## src/rtl/ami_pkg.sv

```systemverilog
package ami_pkg;

    // Register byte offsets on the Wishbone slave.
    localparam logic [7:0] REG_CTRL   = 8'h00;
    localparam logic [7:0] REG_CMD    = 8'h04;
    localparam logic [7:0] REG_POS    = 8'h08;
    localparam logic [7:0] REG_LATCH  = 8'h0c;
    localparam logic [7:0] REG_CMP    = 8'h10;
    localparam logic [7:0] REG_STATUS = 8'h14;
    localparam logic [7:0] REG_WDOG   = 8'h18;
    localparam logic [7:0] REG_STEP   = 8'h1c;
    localparam logic [7:0] REG_COMM   = 8'h20;

    // Control register fields.
    localparam int CTRL_MODE_LSB  = 0;
    localparam int CTRL_FB_ANALOG = 2;
    localparam int CTRL_AUX_GPIO  = 3;
    localparam int CTRL_RES_LSB   = 4;
    localparam int CTRL_IDX_ZERO  = 6;
    localparam int CTRL_LATCH_FALL = 7;
    localparam int CTRL_CMP_EN    = 8;
    localparam int CTRL_PD_FB     = 9;
    localparam logic [31:0] CTRL_RESET = 32'h0000_0000;

    // Motor kinds held in the mode field.
    localparam logic [1:0] MODE_SERVO = 2'h0;
    localparam logic [1:0] MODE_SINE  = 2'h1;
    localparam logic [1:0] MODE_STEP  = 2'h2;

    // Status register fields.
    localparam int ST_LATCH_FLAG = 0;
    localparam int ST_INDEX_FLAG = 1;
    localparam int ST_WD_TRIP    = 2;
    localparam int ST_AMP_EN     = 3;
    localparam int ST_STEP_ACT   = 4;
    localparam int ST_HALL_LSB   = 5;
    localparam int ST_AUX_LSB    = 8;

    // Step register fields.
    localparam int STEP_DIR = 16;
    localparam int STEP_RUN = 17;
    localparam logic [31:0] STEP_RESET = 32'h0000_0000;

    // Watchdog kick key.
    localparam logic [7:0] WD_KEY = 8'h5a;

    // Timing.
    localparam int CLK_PERIOD_NS  = 40;
    localparam int STEP_HIGH_NS   = 2000;
    localparam int STEP_HIGH_CYC  = (STEP_HIGH_NS + CLK_PERIOD_NS - 1) / CLK_PERIOD_NS;
    localparam int WD_TIMEOUT_US  = 10000;
    localparam int WD_TIMEOUT_CYC = WD_TIMEOUT_US * 1000 / CLK_PERIOD_NS;
    localparam int HALL_SETTLE_CYC = 7;

endpackage : ami_pkg

```

## src/rtl/ami_quad.sv

```systemverilog
`timescale 1ns/100ps
// Turns filtered encoder levels into single-cycle up and down count pulses.
module ami_quad (
    input  wire logic clk_i,
    input  wire logic rst_i,
    input  wire logic ce_i,
    input  wire logic pd_mode_i,
    input  wire logic a_i,
    input  wire logic b_i,
    output logic      up_o,
    output logic      dn_o
);

    logic prev_a_r;
    logic prev_b_r;
    logic [3:0] trans;
    logic quad_up;
    logic quad_dn;
    logic pd_edge;

    // Previous levels, for edge and transition detection.
    always_ff @(posedge clk_i) begin
        if (rst_i) begin
            prev_a_r <= 1'b0;
            prev_b_r <= 1'b0;
        end else if (ce_i) begin
            prev_a_r <= a_i;
            prev_b_r <= b_i;
        end
    end

    // A leading B walks 00-10-11-01; a double change matches neither list.
    assign trans   = {prev_a_r, prev_b_r, a_i, b_i};
    assign quad_up = (trans == 4'h2) || (trans == 4'hb) || (trans == 4'hd) || (trans == 4'h4);
    assign quad_dn = (trans == 4'h1) || (trans == 4'h7) || (trans == 4'he) || (trans == 4'h8);
    // Pulse and direction feedback counts each rising pulse edge.
    assign pd_edge = a_i && !prev_a_r;
    assign up_o    = ce_i && (pd_mode_i ? (pd_edge && !b_i) : quad_up);
    assign dn_o    = ce_i && (pd_mode_i ? (pd_edge && b_i) : quad_dn);

endmodule : ami_quad

```

## src/rtl/ami_axis.sv

```systemverilog
// Design decisions made here: register access over Wishbone and the register offsets.
`timescale 1ns/100ps
module ami_axis #(
    parameter int WD_CYCLES  = ami_pkg::WD_TIMEOUT_CYC,
    parameter int COMM_SHIFT = 2
) (
    input  wire logic        clk_i,
    input  wire logic        rst_i,
    input  wire logic        ce_i,
    // Classic Wishbone slave.
    input  wire logic        wb_cyc_i,
    input  wire logic        wb_stb_i,
    input  wire logic        wb_we_i,
    input  wire logic [7:0]  wb_adr_i,
    input  wire logic [3:0]  wb_sel_i,
    input  wire logic [31:0] wb_dat_i,
    output logic      [31:0] wb_dat_o,
    output logic             wb_ack_o,
    // Encoder, latch, Hall and strap pins.
    input  wire logic        enc_phase_a_i,
    input  wire logic        enc_phase_b_i,
    input  wire logic        enc_index_i,
    input  wire logic        latch_in_i,
    input  wire logic [2:0]  hall_i,
    input  wire logic        hall_present_i,
    input  wire logic        comm_stored_i,
    input  wire logic        stepper_select_i,
    input  wire logic        aux_a_i,
    input  wire logic        aux_b_i,
    input  wire logic [15:0] analog_fb_i,
    // Motor outputs.
    output logic      [15:0] dac_a_o,
    output logic      [15:0] dac_b_o,
    output logic             step_o,
    output logic             dir_o,
    output logic             cmp_o,
    output logic             amp_enable_out_o,
    output logic             error_led_o
);

    localparam int NSYNC = 12;
    localparam logic [15:0] STEP_HIGH = 16'(ami_pkg::STEP_HIGH_CYC);
    localparam logic [31:0] WD_LIMIT  = 32'(WD_CYCLES);

    ////////////////////////////////////////////////////////////////////////////
    // Pin synchronisers.

    logic [NSYNC-1:0] pins_raw;
    logic [NSYNC-1:0] s1_r;
    logic [NSYNC-1:0] s2_r;
    logic [NSYNC-1:0] s3_r;
    logic [NSYNC-1:0] pin_r;

    assign pins_raw = {comm_stored_i, hall_present_i, aux_b_i, aux_a_i, stepper_select_i,
                       hall_i, latch_in_i, enc_index_i, enc_phase_b_i, enc_phase_a_i};

    // Three stages per pin; a level is accepted once the last two agree.
    // At 25 MHz the filter resolves edges spaced two or more clocks apart.
    genvar gi;
    generate
        for (gi = 0; gi < NSYNC; gi++) begin : g_sync
            always_ff @(posedge clk_i) begin
                if (rst_i) begin
                    s1_r[gi]  <= 1'b0;
                    s2_r[gi]  <= 1'b0;
                    s3_r[gi]  <= 1'b0;
                    pin_r[gi] <= 1'b0;
                end else if (ce_i) begin
                    s1_r[gi] <= pins_raw[gi];
                    s2_r[gi] <= s1_r[gi];
                    s3_r[gi] <= s2_r[gi];
                    if (s2_r[gi] == s3_r[gi]) begin
                        pin_r[gi] <= s3_r[gi];
                    end
                end
            end
        end
    endgenerate

    wire       enc_a      = pin_r[0];
    wire       enc_b      = pin_r[1];
    wire       enc_idx    = pin_r[2];
    wire       latch_lvl  = pin_r[3];
    wire [2:0] hall       = pin_r[6:4];
    wire       step_sel   = pin_r[7];
    wire [1:0] aux_lvl    = pin_r[9:8];
    wire       hall_there = pin_r[10];
    wire       comm_saved = pin_r[11];

    ////////////////////////////////////////////////////////////////////////////
    // Register bus.

    logic [31:0] ctrl_r;
    logic [15:0] cmd_r;
    logic [31:0] pos_r;
    logic [31:0] latch_pos_r;
    logic [31:0] cmp_val_r;
    logic [31:0] step_cfg_r;
    logic [3:0]  comm_off_r;
    logic        latch_flag_r;
    logic        index_flag_r;

    wire req     = wb_cyc_i && wb_stb_i && !wb_ack_o;
    wire wr      = req && wb_we_i;
    wire wr_ctrl = wr && (wb_adr_i == ami_pkg::REG_CTRL);
    wire wr_cmd  = wr && (wb_adr_i == ami_pkg::REG_CMD);
    wire wr_cmp  = wr && (wb_adr_i == ami_pkg::REG_CMP);
    wire wr_stat = wr && (wb_adr_i == ami_pkg::REG_STATUS);
    wire wr_wdog = wr && (wb_adr_i == ami_pkg::REG_WDOG);
    wire wr_step = wr && (wb_adr_i == ami_pkg::REG_STEP);
    wire wr_comm = wr && (wb_adr_i == ami_pkg::REG_COMM);

    // Applies the byte enables to a register's old value.
    function automatic logic [31:0] merge(input logic [31:0] old, input logic [31:0] dat,
                                          input logic [3:0] sel);
        logic [31:0] res;
        res = old;
        for (int i = 0; i < 4; i++) begin
            if (sel[i]) begin
                res[i*8 +: 8] = dat[i*8 +: 8];
            end
        end
        return res;
    endfunction : merge

    wire [31:0] wmerge_ctrl = merge(ctrl_r, wb_dat_i, wb_sel_i);
    wire [31:0] wmerge_cmd  = merge({16'h0000, cmd_r}, wb_dat_i, wb_sel_i);
    wire [31:0] wmerge_cmp  = merge(cmp_val_r, wb_dat_i, wb_sel_i);
    wire [31:0] wmerge_step = merge(step_cfg_r, wb_dat_i, wb_sel_i);
    wire        clr_latch   = wr_stat && wb_sel_i[0] && wb_dat_i[ami_pkg::ST_LATCH_FLAG];
    wire        clr_index   = wr_stat && wb_sel_i[0] && wb_dat_i[ami_pkg::ST_INDEX_FLAG];
    wire        wd_kick     = wr_wdog && wb_sel_i[0] && (wb_dat_i[7:0] == ami_pkg::WD_KEY);

    // Software-written configuration.
    always_ff @(posedge clk_i) begin
        if (rst_i) begin
            ctrl_r     <= ami_pkg::CTRL_RESET;
            cmd_r      <= 16'h0000;
            cmp_val_r  <= 32'h0000_0000;
            step_cfg_r <= ami_pkg::STEP_RESET;
        end else if (ce_i) begin
            if (wr_ctrl) ctrl_r <= wmerge_ctrl;
            if (wr_cmd) cmd_r <= wmerge_cmd[15:0];
            if (wr_cmp) cmp_val_r <= wmerge_cmp;
            if (wr_step) step_cfg_r <= wmerge_step;
        end
    end

    ////////////////////////////////////////////////////////////////////////////
    // Mode decode and position.

    wire [1:0] mode     = ctrl_r[ami_pkg::CTRL_MODE_LSB +: 2];
    wire       step_act = (mode == ami_pkg::MODE_STEP) && step_sel;
    wire       sine_act = (mode == ami_pkg::MODE_SINE);
    wire       servo_act = (mode == ami_pkg::MODE_SERVO);

    logic cnt_up;
    logic cnt_dn;

    // Pulse and direction decoding is offered only to stepper axes.
    ami_quad u_quad (
        .clk_i     (clk_i),
        .rst_i     (rst_i),
        .ce_i      (ce_i),
        .pd_mode_i (ctrl_r[ami_pkg::CTRL_PD_FB] && step_act),
        .a_i       (enc_a),
        .b_i       (enc_b),
        .up_o      (cnt_up),
        .dn_o      (cnt_dn)
    );

    logic idx_prev_r;
    logic latch_prev_r;

    wire idx_rise   = enc_idx && !idx_prev_r;
    wire idx_zero   = idx_rise && ctrl_r[ami_pkg::CTRL_IDX_ZERO];
    wire [31:0] pos_view = ctrl_r[ami_pkg::CTRL_FB_ANALOG]
                           ? {{16{analog_fb_i[15]}}, analog_fb_i} : pos_r;
    wire latch_edge = ctrl_r[ami_pkg::CTRL_LATCH_FALL] ? (!latch_lvl && latch_prev_r)
                                                       : (latch_lvl && !latch_prev_r);

    // Encoder count; an index mark wins over a count in the same cycle.
    always_ff @(posedge clk_i) begin
        if (rst_i) begin
            pos_r <= 32'h0000_0000;
        end else if (ce_i) begin
            if (idx_zero) begin
                pos_r <= 32'h0000_0000;
            end else if (cnt_up) begin
                pos_r <= pos_r + 32'h0000_0001;
            end else if (cnt_dn) begin
                pos_r <= pos_r - 32'h0000_0001;
            end
        end
    end

    // Latch capture and sticky flags; a new event beats a clear.
    always_ff @(posedge clk_i) begin
        if (rst_i) begin
            idx_prev_r   <= 1'b0;
            latch_prev_r <= 1'b0;
            latch_pos_r  <= 32'h0000_0000;
            latch_flag_r <= 1'b0;
            index_flag_r <= 1'b0;
        end else if (ce_i) begin
            idx_prev_r   <= enc_idx;
            latch_prev_r <= latch_lvl;
            if (latch_edge) latch_pos_r <= pos_view;
            latch_flag_r <= latch_edge || (latch_flag_r && !clr_latch);
            index_flag_r <= idx_rise || (index_flag_r && !clr_index);
        end
    end

    // Compare output pulses one cycle when a count moves the position off the target.
    always_ff @(posedge clk_i) begin
        if (rst_i) begin
            cmp_o <= 1'b0;
        end else if (ce_i) begin
            cmp_o <= ctrl_r[ami_pkg::CTRL_CMP_EN] && (cnt_up || cnt_dn)
                     && (pos_r == cmp_val_r);
        end
    end

    ////////////////////////////////////////////////////////////////////////////
    // Watchdog and amplifier enable.

    logic [31:0] wd_cnt_r;
    logic        wd_run_r;
    logic        wd_trip_r;

    // Enable stays low from power-up until the first kick; a missed kick
    // latches the trip, which nothing but reset clears.
    always_ff @(posedge clk_i) begin
        if (rst_i) begin
            wd_cnt_r  <= 32'h0000_0000;
            wd_run_r  <= 1'b0;
            wd_trip_r <= 1'b0;
        end else if (ce_i) begin
            if (wd_kick && !wd_trip_r) begin
                wd_cnt_r <= 32'h0000_0000;
                wd_run_r <= 1'b1;
            end else if (wd_run_r && !wd_trip_r) begin
                wd_cnt_r <= wd_cnt_r + 32'h0000_0001;
                if (wd_cnt_r == WD_LIMIT - 32'h0000_0001) wd_trip_r <= 1'b1;
            end
        end
    end

    // Enable and error light are registered outputs.
    always_ff @(posedge clk_i) begin
        if (rst_i) begin
            amp_enable_out_o <= 1'b0;
            error_led_o      <= 1'b0;
        end else if (ce_i) begin
            amp_enable_out_o <= wd_run_r && !wd_trip_r;
            error_led_o      <= wd_trip_r;
        end
    end

    ////////////////////////////////////////////////////////////////////////////
    // Commutation phase.

    logic [2:0] settle_r;
    logic       seeded_r;
    logic [3:0] hall_off;

    // Hall sequence 1-3-2-6-4-5 mapped onto sixteen phase steps.
    always_comb begin
        case (hall)
            3'h1:    hall_off = 4'h0;
            3'h3:    hall_off = 4'h3;
            3'h2:    hall_off = 4'h5;
            3'h6:    hall_off = 4'h8;
            3'h4:    hall_off = 4'hb;
            3'h5:    hall_off = 4'hd;
            default: hall_off = 4'h0;
        endcase
    end

    // The Hall seed waits for the pin filters to settle after reset.
    always_ff @(posedge clk_i) begin
        if (rst_i) begin
            settle_r   <= 3'h0;
            seeded_r   <= 1'b0;
            comm_off_r <= 4'h0;
        end else if (ce_i) begin
            if (settle_r != 3'(ami_pkg::HALL_SETTLE_CYC)) settle_r <= settle_r + 3'h1;
            if (wr_comm && wb_sel_i[0]) begin
                comm_off_r <= wb_dat_i[3:0];
                seeded_r   <= 1'b1;
            end else if (!seeded_r && settle_r == 3'(ami_pkg::HALL_SETTLE_CYC)) begin
                seeded_r <= 1'b1;
                if (hall_there && comm_saved) comm_off_r <= hall_off;
            end
        end
    end

    wire [3:0] phase_a = comm_off_r + pos_r[COMM_SHIFT +: 4];
    wire [3:0] phase_b = phase_a + 4'h4;

    // Sixteen-step sine, full scale 127.
    function automatic logic signed [7:0] sine16(input logic [3:0] ph);
        case (ph)
            4'h0: return 8'sh00;
            4'h1: return 8'sh31;
            4'h2: return 8'sh5a;
            4'h3: return 8'sh75;
            4'h4: return 8'sh7f;
            4'h5: return 8'sh75;
            4'h6: return 8'sh5a;
            4'h7: return 8'sh31;
            4'h8: return 8'sh00;
            4'h9: return -8'sh31;
            4'ha: return -8'sh5a;
            4'hb: return -8'sh75;
            4'hc: return -8'sh7f;
            4'hd: return -8'sh75;
            4'he: return -8'sh5a;
            default: return -8'sh31;
        endcase
    endfunction : sine16

    wire signed [23:0] prod_a = $signed(cmd_r) * sine16(phase_a);
    wire signed [23:0] prod_b = $signed(cmd_r) * sine16(phase_b);

    // DACs: zero when the amplifier is disabled, so a trip also kills torque.
    always_ff @(posedge clk_i) begin
        if (rst_i) begin
            dac_a_o <= 16'h0000;
            dac_b_o <= 16'h0000;
        end else if (ce_i) begin
            if (!amp_enable_out_o || step_act) begin
                dac_a_o <= 16'h0000;
                dac_b_o <= 16'h0000;
            end else if (sine_act) begin
                dac_a_o <= prod_a[22:7];
                dac_b_o <= prod_b[22:7];
            end else begin
                dac_a_o <= servo_act ? cmd_r : 16'h0000;
                dac_b_o <= 16'h0000;
            end
        end
    end

    ////////////////////////////////////////////////////////////////////////////
    // Step generator.

    logic [15:0] step_cnt_r;

    // A finer drive needs more steps per move, so the period shrinks with it.
    wire [1:0]  res_shift = ctrl_r[ami_pkg::CTRL_RES_LSB +: 2];
    wire [15:0] step_per  = step_cfg_r[15:0] >> res_shift;
    wire        step_go   = step_act && step_cfg_r[ami_pkg::STEP_RUN];

    always_ff @(posedge clk_i) begin
        if (rst_i) begin
            step_cnt_r <= 16'h0000;
            step_o     <= 1'b0;
            dir_o      <= 1'b0;
        end else if (ce_i) begin
            if (!step_go || step_cnt_r >= step_per) begin
                step_cnt_r <= 16'h0000;
            end else begin
                step_cnt_r <= step_cnt_r + 16'h0001;
            end
            step_o <= step_go && (step_cnt_r < STEP_HIGH);
            dir_o  <= step_cfg_r[ami_pkg::STEP_DIR];
        end
    end

    ////////////////////////////////////////////////////////////////////////////
    // Read mux and acknowledge.

    wire [31:0] status = {22'h000000,
                          ctrl_r[ami_pkg::CTRL_AUX_GPIO] ? aux_lvl : 2'b00,
                          hall, step_act, amp_enable_out_o, wd_trip_r,
                          index_flag_r, latch_flag_r};
    wire [31:0] rd_mux = (wb_adr_i == ami_pkg::REG_CTRL)   ? ctrl_r :
                         (wb_adr_i == ami_pkg::REG_CMD)    ? {16'h0000, cmd_r} :
                         (wb_adr_i == ami_pkg::REG_POS)    ? pos_view :
                         (wb_adr_i == ami_pkg::REG_LATCH)  ? latch_pos_r :
                         (wb_adr_i == ami_pkg::REG_CMP)    ? cmp_val_r :
                         (wb_adr_i == ami_pkg::REG_STATUS) ? status :
                         (wb_adr_i == ami_pkg::REG_STEP)   ? step_cfg_r :
                         (wb_adr_i == ami_pkg::REG_COMM)   ? {28'h0000000, comm_off_r} :
                         32'h0000_0000;

    // One wait state; unmapped addresses read zero and are still acknowledged.
    always_ff @(posedge clk_i) begin
        if (rst_i) begin
            wb_ack_o <= 1'b0;
            wb_dat_o <= 32'h0000_0000;
        end else if (ce_i) begin
            wb_ack_o <= req;
            if (req && !wb_we_i) wb_dat_o <= rd_mux;
        end
    end

endmodule : ami_axis

```

## config.mk

```make
export PLATFORM = sky130hd
export DESIGN_NAME = ami_axis
export DESIGN_NICKNAME = d
export VERILOG_FILES = /design/src/rtl/ami_pkg.sv /design/src/rtl/ami_quad.sv /design/src/rtl/ami_axis.sv
export SDC_FILE = /design/constraint.sdc
export NUM_CORES = 2
export LEC_CHECK = 0
export BUFFER_PORTS_ARGS = -buffer_cell sky130_fd_sc_hd__buf_2
export CORE_ASPECT_RATIO = 1.2
export CORE_MARGIN = 2
export CORE_UTILIZATION = 30
export CTS_CLUSTER_SIZE = 16
export DETAILED_ROUTE_END_ITERATION = 10
export HOLD_SLACK_MARGIN = 0.12
export SLEW_MARGIN = 20
export SYNTH_ARGS = -nofsm -noshare
export SYNTH_HDL_FRONTEND = slang
export SYNTH_SLANG_ARGS = --single-unit
export TNS_END_PERCENT = 50
```

## constraint.sdc

```tcl
create_clock -name clk_i -period 6.4 [get_ports clk_i]
set_input_delay 0.32 -clock clk_i [delete_from_list [all_inputs] [get_ports clk_i]]
set_output_delay 0.32 -clock clk_i [all_outputs]
set_load 0.02 [all_outputs]
```

==> out/summary.txt <==
Register area = 7170 um^2
Largest net degree at the start of global routing = 107
Most used cell, CP = buf_4
Vias per cell = 5.07
IO Count = 148
GRT met1 Usage = 21.9%
Vias in the first global route = 22700
Crit path launch type = flop
Hold path startpoint = rst_i
Unrepaired setup endpoints after global routing = yes
TritonRoute pass-1 iters = 6
Worst reg-to-reg setup slack = 0.1 ns
Ys async rst share = 0%
Final ANT Viol Nets = 0
Post-synth top flop = dfxtp_1
Reg2Reg Capture Point = dac_a_o[15]$_SDFFE_PP0P_
Worst Skew = 0.0371 ns
Flops & latches, synth = 358
MaxCap Viol Count = 0
Hold path depth = 2
Fin nets = 3737
Worst R2R Start = pos_r[3]$_SDFFE_PP0P_
Clock Root Buffer = clkbuf_16
Area Growth Syn to Fin = 19.7%
Die Wd = 275 um
Total gr overflow = 0
Gp weighted congestion = 0.904
Tmin final = 6.30 ns
Synth cell types = 87
Outcome = finished, final reports clean
Data arrival time of the worst path = 6.77 ns
Worst vdd ir = 178 uV
Slew Limit Fails = 0
Hold Crit Class = input port to flop
Fin crit share = 98.4%
CTS buffer count = 40
PD cells = 156 nW/um^2
Full die area = 90500 um^2
Maximum clock path buffer count = 3
Count of input and output buffers = 147
Clk_lat worst skew = 0.60 ns
Initial core utilization = 30.2%
Row count = 119
Slowest cell on crit path = fa_1
H-tree depth = 2
Worst Path Buf+Inv = 7
Mapped Cells = 3103
Least-Margin Pin Slew = 1.12 ns
Core area = 87500 um^2
DP HPWL = 61300 um
Hold Fails Final Rpt = 0
Filler cells = 8981
Maximum clock rate = 159 MHz
Overall power = 4.94 mW
Synthesized Nets = 3521
First-pass GRT wire length = 129000 um
Final Non-Filler Cells = 4500
Max_slew headroom = 24.9%
CTS tree = yes
DRC viols = 0
Initial antenna violation count = 7
LEAKAGE = 13.7 nW
Clock slew at reported path FFs = 0.07 ns
Global route hottest layer = met2
GRT Total Usage = 18.1%
R2R cell count = 25
CP max FO = 5
Die extent in y = 329 um
Via Count = 22800
Avg Inst Size Synth = 8.52 um^2
Sink Count = 358
Setup-failing EPs final = 0
Critical path's top delay family = adder cells
Wire per inst = 18.7 um
Area of the multi-input gates = 18000 um^2
Cell Area, Synth = 26400 um^2
Met2 global-route usage = 32.1%
Worst setup EP type = flop
Crit path kind = flop to flop
CP max stage delay = 0.54 ns
Placed Cells = 4341
Final WL = 84100 um
EDFF count, synth = 0
Worst Path Required = 6.87 ns
Fraction of layout cells with a size suffix above 1 = 14.7%
Ys Warns = 0
Drt initial violations = 1425
WHS Endpoint = wb_dat_o[12]$_SDFFE_PP0P_
Seq/Total Area, Yosys = 27.1%
Met3 Use GR = 2.49%
[layout by cell type (no fill, tap or decap), types with 129 or more instances in the layout]
| cell type | Yosys | layout |
|---|---|---|
| inv_1 | 316 | 310 |
| fa_1 | 198 | 194 |
| o21ai_0 | 138 | 132 |
| nor2_1 | 368 | 361 |
| buf_2 | 14 | 147 |
| a21oi_1 | 207 | 201 |
| nand2_1 | 230 | 226 |
| dfxtp_1 | 358 | 355 |
| mux2i_1 | 131 | 129 |
| and2_1 | 164 | 158 |
[cell type report]
type,instances,area share (%)
Clock inverter,14,0.712
Inverter,318,3.77
Sequential cell,358,22.7
Timing Repair Buffer,335,7.53
Tap cell,1149,4.55
Antenna cell,2,0.0158
Multi-Input combinational cell,2266,57.0
Clock buffer,58,3.70
[state kept, by name (all words and copies together), names as in the netlist, 16 cells and up]
register and flops:
latch_pos_r 32, wd_cnt_r 32, dac_a_o 16, cmp_val_r 32, ctrl_r 32, pos_r 32
dac_b_o 16, cmd_r 16, step_cnt_r 16, step_cfg_r 32, wb_dat_o 32
[metrics by stage]
step | area, um^2 | worst slack (ns) | util [%] | setup TNS, ns | hold WS (ns)
after global placement | 28800 | -0.0942 | 32.9 | -0.214 | 0.433
after CTS | 30800 | 0.00603 | 35.2 | 0 | 0.138
after global routing | 31600 | -0.107 | 36.1 | -0.321 | 0.189
final | 31600 | 0.0994 | 36.1 | 0 | 0.173
after detailed placement | 28800 | -0.152 | 32.9 | -0.477 | 0.443
after floorplan | 26400 | 0.0232 | - | 0 | 0.424
[metal layers]
metal / vias to the layer above / part of all wire [%] / wire length (um)
met2: 723 / 49 / 41300
met1: 11100 / 41 / 34200
met4: 6 / 4.2 / 3560
met5: - / 0.040 / 34
met3: 158 / 5.9 / 4950
li1: 10900 / - / -
[where the power goes]
part / leakage, nW / total, mW / switching, mW / internal, mW
clock network: 0.675 / 2.48 / 1.03 / 1.45
registers: 2.89 / 2.25 / 0.0107 / 2.24
logic: 10.1 / 0.213 / 0.138 / 0.0750
[worst max path at each step]
stage                          start                       end  slack, ns  cells past startpoint
2_1_floorplan  pos_r[3]$_SDFFE_PP0P_  dac_a_o[15]$_SDFFE_PP0P_       0.02                     26
3_3_place_gp   pos_r[3]$_SDFFE_PP0P_  dac_a_o[15]$_SDFFE_PP0P_      -0.09                     23
3_5_place_dp   pos_r[3]$_SDFFE_PP0P_  dac_a_o[15]$_SDFFE_PP0P_      -0.15                     23
4_1_cts        pos_r[3]$_SDFFE_PP0P_  dac_b_o[15]$_SDFFE_PP0P_      0.006                     25
5_1_grt        pos_r[3]$_SDFFE_PP0P_  dac_b_o[15]$_SDFFE_PP0P_      -0.11                     24
6_report       pos_r[3]$_SDFFE_PP0P_  dac_a_o[15]$_SDFFE_PP0P_        0.1                     25
[cells in the mapped netlist, types with 6 or more instances]
cell      count  area [um^2]
a211oi_1     41          308
nor4_1       18          113
nand2b_1     15         93.8
mux2i_1     131         1310
nand4_1      27          169
fa_1        198         3960
buf_1        16         60.1
xnor2_1      74          648
a31oi_1      10         62.6
o21bai_1      7         52.6
a22oi_1      30          225
a21oi_1     207         1040
or2_2         8         50.1
o21a_1       12         90.1
nor3_1       46          230
mux4_2       11          248
ha_1        142         1780
inv_1       316         1190
clkbuf_1    132          495
mux2_2        7         78.8
nand3_1      32          160
o21ai_1      10         50.1
o21ai_0     138          691
nand2_1     230          863
and4_1        7         61.3
and2_1      164         1030
a222oi_1      6         60.1
dfxtp_1     358         7170
a221oi_1     47          412
xor2_1       69          604
and3_1       26          163
buf_2        14         70.1
o22ai_1      11         68.8
a21o_1       37          278
nor2b_1      25          156
nor2_1      368         1380
or3_1        14         87.6
o211ai_1     16          120
[repair_timing]
item | 4_1_cts | 5_1_grt
hold buffers | 46 | 0
hold endpoints to repair | 128 | 0
cloned | 1 | 4
setup endpoints to repair | 8 | 19
resized for setup | 15 | 108
pin swaps | 8 | 78
setup buffers | 3 | 31
[worst reg2reg max path: stages, from the launching register on]
cell      delay, ns
dfxtp_2        0.33
buf_4          0.13
fa_2           0.42
xnor2_2        0.19
buf_4          0.16
buf_4          0.14
buf_4          0.13
mux2i_4        0.26
mux2i_4        0.11
buf_4          0.16
and2_1         0.17
fa_1           0.54
fa_1           0.46
fa_1           0.49
inv_1          0.05
fa_1           0.47
inv_1          0.06
ha_4           0.21
a21o_1         0.15
a21o_1         0.20
a22o_4         0.26
a211o_4        0.35
a31oi_4        0.21
o211ai_2       0.10
xnor2_1        0.13
o311a_1        0.29
[cell families after synthesis]
family          share of synthesized area [%]
fa+ha+maj                                21.7
flops                                    27.1
buf+inv                                  6.91
xor+xnor                                 4.89
compound gates                           14.8
mux                                      6.26
simple gates                             18.2
Note: power is estimated with default switching activity, not from simulation.
